===== src/hdl/gpb_pkg.sv =====
// Constants, register map and encodings of the general-purpose I/O port block.
// Summary of operation
// - Pins form eight-bit ports; each port's registers are one eight-bit unit.
// - During reset every pin driver is disabled, neither driving nor loading.
// - Each pin selects one of eight drive configurations by a three-bit code.
// - Each pin selects CMOS or low-voltage TTL input threshold.
// - Input path and output path of each pin disable independently.
// - While hold is active, every pin keeps its previous state unchanged.
// - Each pin has a software-selectable slow output slew setting.
// - A routing select picks each pin's source; fixed functions use dedicated inputs.
// - Only ports 0 to 3 connect to the programmable interconnect.
// - Output data register sets driven values; pin-state register returns pin levels.
// - Enabled pin interrupts combine into one request per port, eight in all.
package gpb_pkg;

   localparam int GPB_PORT_W    = 8;
   localparam int GPB_NUM_PORTS = 8;
   localparam int GPB_PLI_PORTS = 4;
   localparam int GPB_ADDR_W    = 12;
   localparam int GPB_MODE_W    = 3;
   localparam int GPB_ROUTE_W   = 2;

   // Port register blocks sit at a stride of 64 bytes; port index in paddr[8:6].
   localparam int GPB_PORT_LSB  = 6;
   localparam int GPB_PORT_MSB  = 8;
   localparam int GPB_AREA_LSB  = 9;

   localparam logic [5:0]  GPB_OFS_DOUT     = 6'h00;
   localparam logic [5:0]  GPB_OFS_PIN      = 6'h04;
   localparam logic [5:0]  GPB_OFS_MODE     = 6'h08;
   localparam logic [5:0]  GPB_OFS_CFG      = 6'h0c;
   localparam logic [5:0]  GPB_OFS_ROUTE    = 6'h10;
   localparam logic [5:0]  GPB_OFS_INT_STAT = 6'h14;
   localparam logic [5:0]  GPB_OFS_INT_MASK = 6'h18;
   localparam logic [11:0] GPB_OFS_HOLD     = 12'h200;

   // Fields of the per-port configuration word.
   localparam int GPB_CFG_IN_DIS  = 0;
   localparam int GPB_CFG_OUT_DIS = 8;
   localparam int GPB_CFG_THRESH  = 16;
   localparam int GPB_CFG_SLEW    = 24;

   localparam logic [31:0] GPB_CFG_RST   = 32'h0000_0000;
   localparam logic [23:0] GPB_MODE_RST  = 24'h00_0000;
   localparam logic [15:0] GPB_ROUTE_RST = 16'h0000;
   localparam logic [7:0]  GPB_BYTE_RST  = 8'h00;

   typedef enum logic [GPB_MODE_W-1:0] {
      GPB_DM_DISABLED,
      GPB_DM_INPUT_ONLY,
      GPB_DM_RES_PULL_UP,
      GPB_DM_RES_PULL_DOWN,
      GPB_DM_OPEN_DRAIN,
      GPB_DM_OPEN_SOURCE,
      GPB_DM_STRONG,
      GPB_DM_WEAK_PULL
   } gpb_drive_t;

   typedef enum logic [GPB_ROUTE_W-1:0] {
      GPB_ROUTE_DATA,
      GPB_ROUTE_FIXED,
      GPB_ROUTE_PLI,
      GPB_ROUTE_SPARE
   } gpb_route_t;

endpackage


===== src/hdl/gpb_port_block.sv =====
// General-purpose I/O ports with APB registers, routing, hold and interrupts.
//
// Chosen here: register access over APB and the register addresses.
module gpb_port_block
   import gpb_pkg::*;
#(
   parameter int NUM_PORTS = GPB_NUM_PORTS,
   parameter int PLI_PORTS = GPB_PLI_PORTS
) (
   input  wire logic                              clk,
   input  wire logic                              resetn,
   input  wire logic                              psel,
   input  wire logic                              penable,
   input  wire logic                              pwrite,
   input  wire logic [GPB_ADDR_W-1:0]             paddr,
   input  wire logic [31:0]                       pwdata,
   output logic      [31:0]                       prdata,
   output logic                                   pready,
   output logic                                   pslverr,
   input  wire logic                              hold_mode,
   input  wire logic [NUM_PORTS*GPB_PORT_W-1:0]   pad_in,
   output logic      [NUM_PORTS*GPB_PORT_W-1:0]   pad_out,
   output logic      [NUM_PORTS*GPB_PORT_W-1:0]   pad_oe,
   output logic      [NUM_PORTS*GPB_PORT_W-1:0]   pad_ie,
   output logic      [NUM_PORTS*GPB_PORT_W-1:0]   pad_pull_up,
   output logic      [NUM_PORTS*GPB_PORT_W-1:0]   pad_pull_down,
   output logic      [NUM_PORTS*GPB_PORT_W-1:0]   pad_weak,
   output logic      [NUM_PORTS*GPB_PORT_W-1:0]   pad_slow_slew,
   output logic      [NUM_PORTS*GPB_PORT_W-1:0]   pad_low_voltage_ttl_threshold,
   input  wire logic [NUM_PORTS*GPB_PORT_W-1:0]   ff_out,
   input  wire logic [NUM_PORTS*GPB_PORT_W-1:0]   ff_oe,
   input  wire logic [PLI_PORTS*GPB_PORT_W-1:0]   pli_out,
   output logic      [PLI_PORTS*GPB_PORT_W-1:0]   pli_in,
   output logic      [NUM_PORTS-1:0]              port_irq,
   output logic                                   irq
);

   localparam int NPINS = NUM_PORTS * GPB_PORT_W;

   logic [GPB_PORT_W-1:0]          dout     [NUM_PORTS];
   logic [GPB_PORT_W*GPB_MODE_W-1:0] mode   [NUM_PORTS];
   logic [31:0]                    cfg      [NUM_PORTS];
   logic [GPB_PORT_W*GPB_ROUTE_W-1:0] route [NUM_PORTS];
   logic [GPB_PORT_W-1:0]          int_stat [NUM_PORTS];
   logic [GPB_PORT_W-1:0]          int_mask [NUM_PORTS];
   logic                           hold_sw;
   logic [NPINS-1:0]               pli_wide;
   logic [NPINS-1:0]               sync1;
   logic [NPINS-1:0]               sync2;
   logic [NPINS-1:0]               sync3;
   logic [NPINS-1:0]               pin_state;
   logic [NPINS-1:0]               next_pin_state;
   logic [NPINS-1:0]               next_out;
   logic [NPINS-1:0]               next_oe;
   logic [NPINS-1:0]               next_ie;
   logic [NPINS-1:0]               next_pu;
   logic [NPINS-1:0]               next_pd;
   logic [NPINS-1:0]               next_weak;
   logic [NPINS-1:0]               next_slew;
   logic [NPINS-1:0]               next_thresh;
   logic [NUM_PORTS-1:0]           next_port_irq;
   logic [31:0]                    rd_word;
   logic                           rd_hit;
   logic                           wr_fire;
   logic                           hold;
   logic [2:0]                     pidx;
   logic                           port_area;

   // Drive decode: returns {oe, out, pull_up, pull_down, weak} for a mode and data bit.
   function automatic logic [4:0] gpb_drive(input logic [GPB_MODE_W-1:0] m, input logic d);
      logic [4:0] r;
      r = 5'h00;
      case (gpb_drive_t'(m))
         GPB_DM_DISABLED:      r = 5'h00;
         GPB_DM_INPUT_ONLY:    r = 5'h00;
         GPB_DM_RES_PULL_UP:   r = {~d, 1'b0, 1'b1, 1'b0, 1'b0};
         GPB_DM_RES_PULL_DOWN: r = {d, 1'b1, 1'b0, 1'b1, 1'b0};
         GPB_DM_OPEN_DRAIN:    r = {~d, 1'b0, 1'b0, 1'b0, 1'b0};
         GPB_DM_OPEN_SOURCE:   r = {d, 1'b1, 1'b0, 1'b0, 1'b0};
         GPB_DM_STRONG:        r = {1'b1, d, 1'b0, 1'b0, 1'b0};
         GPB_DM_WEAK_PULL:     r = {1'b0, 1'b0, d, ~d, 1'b1};
         default:              r = 5'h00;
      endcase
      return r;
   endfunction

   assign pidx      = paddr[GPB_PORT_MSB:GPB_PORT_LSB];
   assign port_area = (paddr[GPB_ADDR_W-1:GPB_AREA_LSB] == '0) && (int'(pidx) < NUM_PORTS);
   assign wr_fire   = psel && penable && pready && pwrite && !pslverr;
   assign hold      = hold_mode | hold_sw;
   // Interconnect data widened to every pin so that no select runs past its top.
   assign pli_wide  = NPINS'(pli_out);

   // Read multiplexer and address decode.
   always_comb begin
      rd_word = 32'h0000_0000;
      rd_hit  = 1'b0;
      if (paddr == GPB_OFS_HOLD) begin
         rd_hit  = 1'b1;
         rd_word = {31'h0000_0000, hold_sw};
      end else if (port_area) begin
         rd_hit = 1'b1;
         case (paddr[GPB_PORT_LSB-1:0])
            GPB_OFS_DOUT:     rd_word = {24'h00_0000, dout[pidx]};
            GPB_OFS_PIN:      rd_word = {24'h00_0000, pin_state[pidx*GPB_PORT_W +: GPB_PORT_W]};
            GPB_OFS_MODE:     rd_word = {8'h00, mode[pidx]};
            GPB_OFS_CFG:      rd_word = cfg[pidx];
            GPB_OFS_ROUTE:    rd_word = {16'h0000, route[pidx]};
            GPB_OFS_INT_STAT: rd_word = {24'h00_0000, int_stat[pidx]};
            GPB_OFS_INT_MASK: rd_word = {24'h00_0000, int_mask[pidx]};
            default:          rd_hit = 1'b0;
         endcase
      end
   end

   // APB slave: one wait state, answer registered.
   always_ff @(posedge clk or negedge resetn) begin
      if (!resetn) begin
         pready  <= 1'b0;
         prdata  <= 32'h0000_0000;
         pslverr <= 1'b0;
      end else if (psel && penable && !pready) begin
         pready  <= 1'b1;
         prdata  <= pwrite ? 32'h0000_0000 : rd_word;
         pslverr <= !rd_hit;
      end else begin
         pready  <= 1'b0;
         pslverr <= 1'b0;
      end
   end

   // Software-written port configuration, one eight-bit unit per port.
   always_ff @(posedge clk or negedge resetn) begin
      if (!resetn) begin
         for (int p = 0; p < NUM_PORTS; p++) begin
            dout[p]     <= GPB_BYTE_RST;
            mode[p]     <= GPB_MODE_RST;
            cfg[p]      <= GPB_CFG_RST;
            route[p]    <= GPB_ROUTE_RST;
            int_mask[p] <= GPB_BYTE_RST;
         end
      end else if (wr_fire && port_area) begin
         case (paddr[GPB_PORT_LSB-1:0])
            GPB_OFS_DOUT:     dout[pidx]     <= pwdata[GPB_PORT_W-1:0];
            GPB_OFS_MODE:     mode[pidx]     <= pwdata[GPB_PORT_W*GPB_MODE_W-1:0];
            GPB_OFS_CFG:      cfg[pidx]      <= pwdata;
            GPB_OFS_ROUTE:    route[pidx]    <= pwdata[GPB_PORT_W*GPB_ROUTE_W-1:0];
            GPB_OFS_INT_MASK: int_mask[pidx] <= pwdata[GPB_PORT_W-1:0];
            default:          dout[pidx]     <= dout[pidx];
         endcase
      end
   end

   // Software hold request.
   always_ff @(posedge clk or negedge resetn) begin
      if (!resetn) begin
         hold_sw <= 1'b0;
      end else if (wr_fire && paddr == GPB_OFS_HOLD) begin
         hold_sw <= pwdata[0];
      end
   end

   // Three-stage pin input synchroniser.
   always_ff @(posedge clk or negedge resetn) begin
      if (!resetn) begin
         sync1 <= '0;
         sync2 <= '0;
         sync3 <= '0;
      end else begin
         sync1 <= pad_in;
         sync2 <= sync1;
         sync3 <= sync2;
      end
   end

   // Pad control next values and accepted pin levels.
   always_comb begin
      logic [4:0]             drv;
      logic                   d;
      logic                   ffoe;
      logic [GPB_ROUTE_W-1:0] rs;
      logic [GPB_MODE_W-1:0]  m;
      drv  = 5'h00;
      d    = 1'b0;
      ffoe = 1'b1;
      rs   = '0;
      m    = '0;
      next_out       = '0;
      next_oe        = '0;
      next_ie        = '0;
      next_pu        = '0;
      next_pd        = '0;
      next_weak      = '0;
      next_slew      = '0;
      next_thresh    = '0;
      next_pin_state = pin_state;
      for (int p = 0; p < NUM_PORTS; p++) begin
         for (int b = 0; b < GPB_PORT_W; b++) begin
            rs   = route[p][b*GPB_ROUTE_W +: GPB_ROUTE_W];
            m    = mode[p][b*GPB_MODE_W +: GPB_MODE_W];
            d    = dout[p][b];
            ffoe = 1'b1;
            if (gpb_route_t'(rs) == GPB_ROUTE_FIXED) begin
               d    = ff_out[p*GPB_PORT_W+b];
               ffoe = ff_oe[p*GPB_PORT_W+b];
            end else if (gpb_route_t'(rs) == GPB_ROUTE_PLI && p < PLI_PORTS) begin
               d = pli_wide[p*GPB_PORT_W+b];
            end
            drv = gpb_drive(m, d);
            next_oe[p*GPB_PORT_W+b]   = drv[4] & ffoe & ~cfg[p][GPB_CFG_OUT_DIS+b];
            next_out[p*GPB_PORT_W+b]  = drv[3];
            next_pu[p*GPB_PORT_W+b]   = drv[2];
            next_pd[p*GPB_PORT_W+b]   = drv[1];
            next_weak[p*GPB_PORT_W+b] = drv[0];
            next_ie[p*GPB_PORT_W+b]   = (gpb_drive_t'(m) != GPB_DM_DISABLED)
                                        & ~cfg[p][GPB_CFG_IN_DIS+b];
            next_slew[p*GPB_PORT_W+b]   = cfg[p][GPB_CFG_SLEW+b];
            next_thresh[p*GPB_PORT_W+b] = cfg[p][GPB_CFG_THRESH+b];
            if (!pad_ie[p*GPB_PORT_W+b]) begin
               next_pin_state[p*GPB_PORT_W+b] = 1'b0;
            end else if (sync2[p*GPB_PORT_W+b] == sync3[p*GPB_PORT_W+b]) begin
               next_pin_state[p*GPB_PORT_W+b] = sync3[p*GPB_PORT_W+b];
            end
         end
      end
   end

   // Pad driver registers; frozen while hold is active.
   always_ff @(posedge clk or negedge resetn) begin
      if (!resetn) begin
         pad_out                       <= '0;
         pad_oe                        <= '0;
         pad_ie                        <= '0;
         pad_pull_up                   <= '0;
         pad_pull_down                 <= '0;
         pad_weak                      <= '0;
         pad_slow_slew                 <= '0;
         pad_low_voltage_ttl_threshold <= '0;
      end else if (!hold) begin
         pad_out                       <= next_out;
         pad_oe                        <= next_oe;
         pad_ie                        <= next_ie;
         pad_pull_up                   <= next_pu;
         pad_pull_down                 <= next_pd;
         pad_weak                      <= next_weak;
         pad_slow_slew                 <= next_slew;
         pad_low_voltage_ttl_threshold <= next_thresh;
      end
   end

   // Pin state and interconnect feed.
   always_ff @(posedge clk or negedge resetn) begin
      if (!resetn) begin
         pin_state <= '0;
         pli_in    <= '0;
      end else begin
         pin_state <= next_pin_state;
         pli_in    <= next_pin_state[PLI_PORTS*GPB_PORT_W-1:0];
      end
   end

   // Sticky pin-change flags; a new change wins over a write-one clear.
   always_ff @(posedge clk or negedge resetn) begin
      if (!resetn) begin
         for (int p = 0; p < NUM_PORTS; p++) begin
            int_stat[p] <= GPB_BYTE_RST;
         end
      end else begin
         for (int p = 0; p < NUM_PORTS; p++) begin
            int_stat[p] <= (int_stat[p]
                            & ~((wr_fire && port_area && int'(pidx) == p
                                 && paddr[GPB_PORT_LSB-1:0] == GPB_OFS_INT_STAT)
                                ? pwdata[GPB_PORT_W-1:0] : GPB_BYTE_RST))
                           | (next_pin_state[p*GPB_PORT_W +: GPB_PORT_W]
                              ^ pin_state[p*GPB_PORT_W +: GPB_PORT_W]);
         end
      end
   end

   always_comb begin
      for (int p = 0; p < NUM_PORTS; p++) begin
         next_port_irq[p] = |(int_stat[p] & int_mask[p]);
      end
   end

   // One request per port and the combined level interrupt.
   always_ff @(posedge clk or negedge resetn) begin
      if (!resetn) begin
         port_irq <= '0;
         irq      <= 1'b0;
      end else begin
         port_irq <= next_port_irq;
         irq      <= |next_port_irq;
      end
   end

endmodule // gpb_port_block

===== config.mk =====
export PLATFORM = sky130hd
export DESIGN_NAME = gpb_port_block
export DESIGN_NICKNAME = d
export VERILOG_FILES = /design/src/hdl/gpb_pkg.sv /design/src/hdl/gpb_port_block.sv
export SDC_FILE = /design/constraint.sdc
export NUM_CORES = 2
export LEC_CHECK = 0
export BUFFER_PORTS_ARGS = -buffer_cell sky130_fd_sc_hd__buf_2
export CAP_MARGIN = 25
export CELL_PAD_IN_SITES_DETAIL_PLACEMENT = 1
export CELL_PAD_IN_SITES_GLOBAL_PLACEMENT = 1
export CORE_ASPECT_RATIO = 0.75
export CORE_MARGIN = 2
export CORE_UTILIZATION = 50
export DETAILED_ROUTE_END_ITERATION = 10
export GPL_TIMING_DRIVEN = 0
export PLACE_DENSITY_LB_ADDON = 0.1
export SYNTH_ARGS = -nofsm -noshare
export SYNTH_HDL_FRONTEND = slang
export SYNTH_SLANG_ARGS = --single-unit

===== constraint.sdc =====
create_clock -name clk -period 4.8 [get_ports clk]
set_input_delay 0.96 -clock clk [delete_from_list [all_inputs] [get_ports clk]]
set_output_delay 0.96 -clock clk [all_outputs]
set_load 0.01 [all_outputs]

==> out/qor.csv <==
metric;value;unit
status;finished, violations left;
violations;DRC, slew limit, setup timing;
synth_edf_count;0;
antenna_found_initial;73;
tightest_slew;1.559;ns
cts_hold_buf;1;
cts_setup_buffers;0;
dpl_cell_area;79430;um^2
final_area;85460;um^2
clockBufferDepth;3;
layout_worst_path_cycle_share;105.2;%
syn_area;71570;um^2
r2r-start;hold_sw;
arrival;5.76;ns
worstPathRequired;5.51;ns
layout_setup_ws;-0.2513;ns
drc;2;
yosys_warnings;0;
crit_type;input port to register;
cts.sinks;1580;
slew_headroom;-3.958;%
cts_max_level;4;
hold_viol;0;
async_reset_ff_share;100.0;%
ys_seq_area_share;55.24;%
ant_nets;0;
hold_class;input port to register;
rsz0062_at_grt;no;
viasPerCell;7.303;
final_layout_size_suffix_gt1_share;28.14;%
power.leakage;41.50;nW
clk_latency;0.86;ns
io_pins;861;
grt_max_degree;172;
cp-startpoint;paddr[7];
final.setup_skew;0.03535;ns
grt_first_pass_wirelength;571.5;mm
coreArea;142500;um^2
cts_tree;done;
clk_pin_slew;0.07;ns
maxCapViolations;0;
synth_cells;6488;
vias;70778;
switchingPower;7.823;mW
cts_repair_resize_count;0;
die_w;440.9;um
setup-violations-final;1;
drt-pass1-iter-count;9;
slew_viol_final;1;
drt-initial-drc-count;12545;
p_sw_share;27.01;%
fp.dieH;331.7;um
synth.distinct_cells;68;
areaGrowthSynthToFinish;19.40;%
layout_commonest_cell;dfrtp_1;
preCtsSetupSlack;-0.4889;ns
nets;7882;
seqPwrFrac;47.1;%
hold_start;pad_in[51];
grt_use_total;57.48;%
drt-total-wl;431.7;mm
use_met2;73.27;%
grt_pass1_vias;68801;
grt-ovfl-total;0;
synth_ff_type;dfrtp_1;
gp_congestion;1.102;
setup_tns;-0.2513;ns
wl_per_cell;44.54;um
start_util;50.23;%
critPathCaptureType;register;
port_buffers;858;
synth_seq_cells;1580;
die_area;146200;um^2
rows;120;
critPathLaunchType;input port;
r2r_setup_slack;0.45;ns
period_needed;5.051;ns
ir_worst_vdd;0.0004140;V
power_frac_comb;6.4;%
met1_usage;73.20;%
dp_hpwl;323.3;mm
powerDensity;338.9;nW/um^2
root_buffer;clkbuf_16;
synth_area_per_cell;11.03;um^2
cts_buffers;159;
intPower;21.14;mW
synth_nets;6762;
fmax;198.0;MHz
p_clk_share;46.6;%
busiest_layer;met2;
mostFrequentLayoutCells;dfrtp_1, nand2_1, buf_2, mux2_2, clkbuf_1;
crit_path_max_fanout;10;
use_met3;34.49;%
-- layout make-up --
| class | instances | area (um^2) |
|---|---|---|
| clock inverter | 67 | 823.3 |
| timing repair buffer | 959 | 5904 |
| tap | 1891 | 2366 |
| fill | 15173 | 57030 |
| clock buffer | 223 | 4571 |
| inverter | 54 | 202.7 |
| buffer | 527 | 2180 |
| sequential | 1580 | 39540 |
| antenna | 63 | 157.7 |
| multi-input combinational | 4327 | 29710 |
-- per-stage QoR --
step	instances	hold WS, ns	power, mW	util (%)
final	9691	0.2076	28.97	59.98
after global routing	9652	0.2093	29.22	59.91
after CTS	9594	0.1873	28.54	59.54
after detailed placement	9303	0.3356	15.50	55.75
after global placement	9237	0.3325	15.38	54.90
after floorplan	6488	0.3312	14.19	-
-- synth_stat cells (7+ instances only) --
library cell  instances  share of area [%]
a211oi_1             15               0.16
nand2b_1             51               0.45
nor3_1              114               0.80
and3_1                8              0.070
and2_1               11              0.096
nand2_1            1076                5.6
a221o_1              83                1.2
dfrtp_1            1580                 55
nand4_1              18               0.16
buf_1                63               0.33
o21ai_0             363                2.5
o221ai_1             30               0.37
o2111ai_1            24               0.29
a21o_1               28               0.29
or2_2                19               0.17
o41ai_1              21               0.26
o22ai_1              17               0.15
buf_4                32               0.34
a22oi_1             174                1.8
nand2_2               8              0.070
a31oi_1              48               0.42
a22o_1              122                1.5
xor2_1               12               0.15
mux2i_1             176                2.5
xnor2_1               7              0.086
nor2b_1              39               0.34
mux4_2               65                2.0
a221oi_1             67               0.82
nor3b_1              16               0.17
a21boi_0             81               0.85
a21oi_1             189                1.3
or3b_2               19               0.23
mux2_2              741                 12
buf_2                33               0.23
o31ai_1              99                1.0
o211ai_1             16               0.17
inv_1                52               0.27
o21a_1               23               0.24
nor2_1              335                1.8
nand3_1             164                1.1
clkbuf_1            398                2.1
-- routing by layer --
| metal | up-vias | wire, um |
|---|---|---|
| met5 | - | 1220 |
| met4 | 40 | 32450 |
| met3 | 1679 | 79100 |
| met2 | 7163 | 164200 |
| met1 | 36342 | 154700 |
| li1 | 25554 | - |
-- registers in the layout (all words and copies together) (netlist names) --
register                       cells
pad_pull_up                       64
irq                                1
hold_sw                            1
pad_low_voltage_ttl_threshold     64
cfg                              256
sync2                             64
pad_out                           64
pad_oe                            64
pad_weak                          64
port_irq                           8
pad_slow_slew                     64
pad_pull_down                     64
mode                             192
pad_ie                            64
sync1                             64
prdata                            32
pin_state                         64
int_stat                          64
pready                             1
sync3                             64
dout                              64
int_mask                          64
pslverr                            1
route                            128
-- worst paths after layout --
| path | endpoint | cells past startpoint |
|---|---|---|
| hold reg to reg | sync2[56] | 0 |
| max in group asynchronous | pad_slow_slew[5] | 6 |
| hold / removal | sync1[51] | 1 |
| min in group asynchronous | sync2[56] | 2 |
| setup / recovery | prdata[4] | 12 |
| setup reg to reg | pad_oe[57] | 8 |
-- power by group through the flow --
stage          logic (mW)  registers, mW  clock network (mW)
6_report             1.84           13.6                13.5
5_1_grt              1.80           13.6                13.8
4_1_cts              1.66           13.6                13.3
3_5_place_dp         1.64           13.9                   0
3_3_place_gp         1.51           13.9                   0
2_1_floorplan       0.428           13.8                   0
-- kinds of logic after synthesis --
| kind of cell | after synthesis | synth area share (%) |
|---|---|---|
| flops | 1580 | 55.24 |
| simple gates | 1906 | 11.44 |
| compound gates | 1420 | 13.64 |
| buf+inv | 581 | 3.283 |
| xor+xnor | 19 | 0.2325 |
| mux | 982 | 16.17 |
-- worst max-delay path: stages --
cell and delay [ns]:
buf_2 0.17, buf_1 0.57, buf_1 0.62, buf_8 0.26
buf_2 0.59, buf_2 0.66, mux2i_1 1.02, a22oi_1 0.25
nand3_1 0.22, nand2_1 0.12, o21bai_1 0.18, o211ai_1 0.11
No activity file was read; power rests on OpenSTA's default activity.
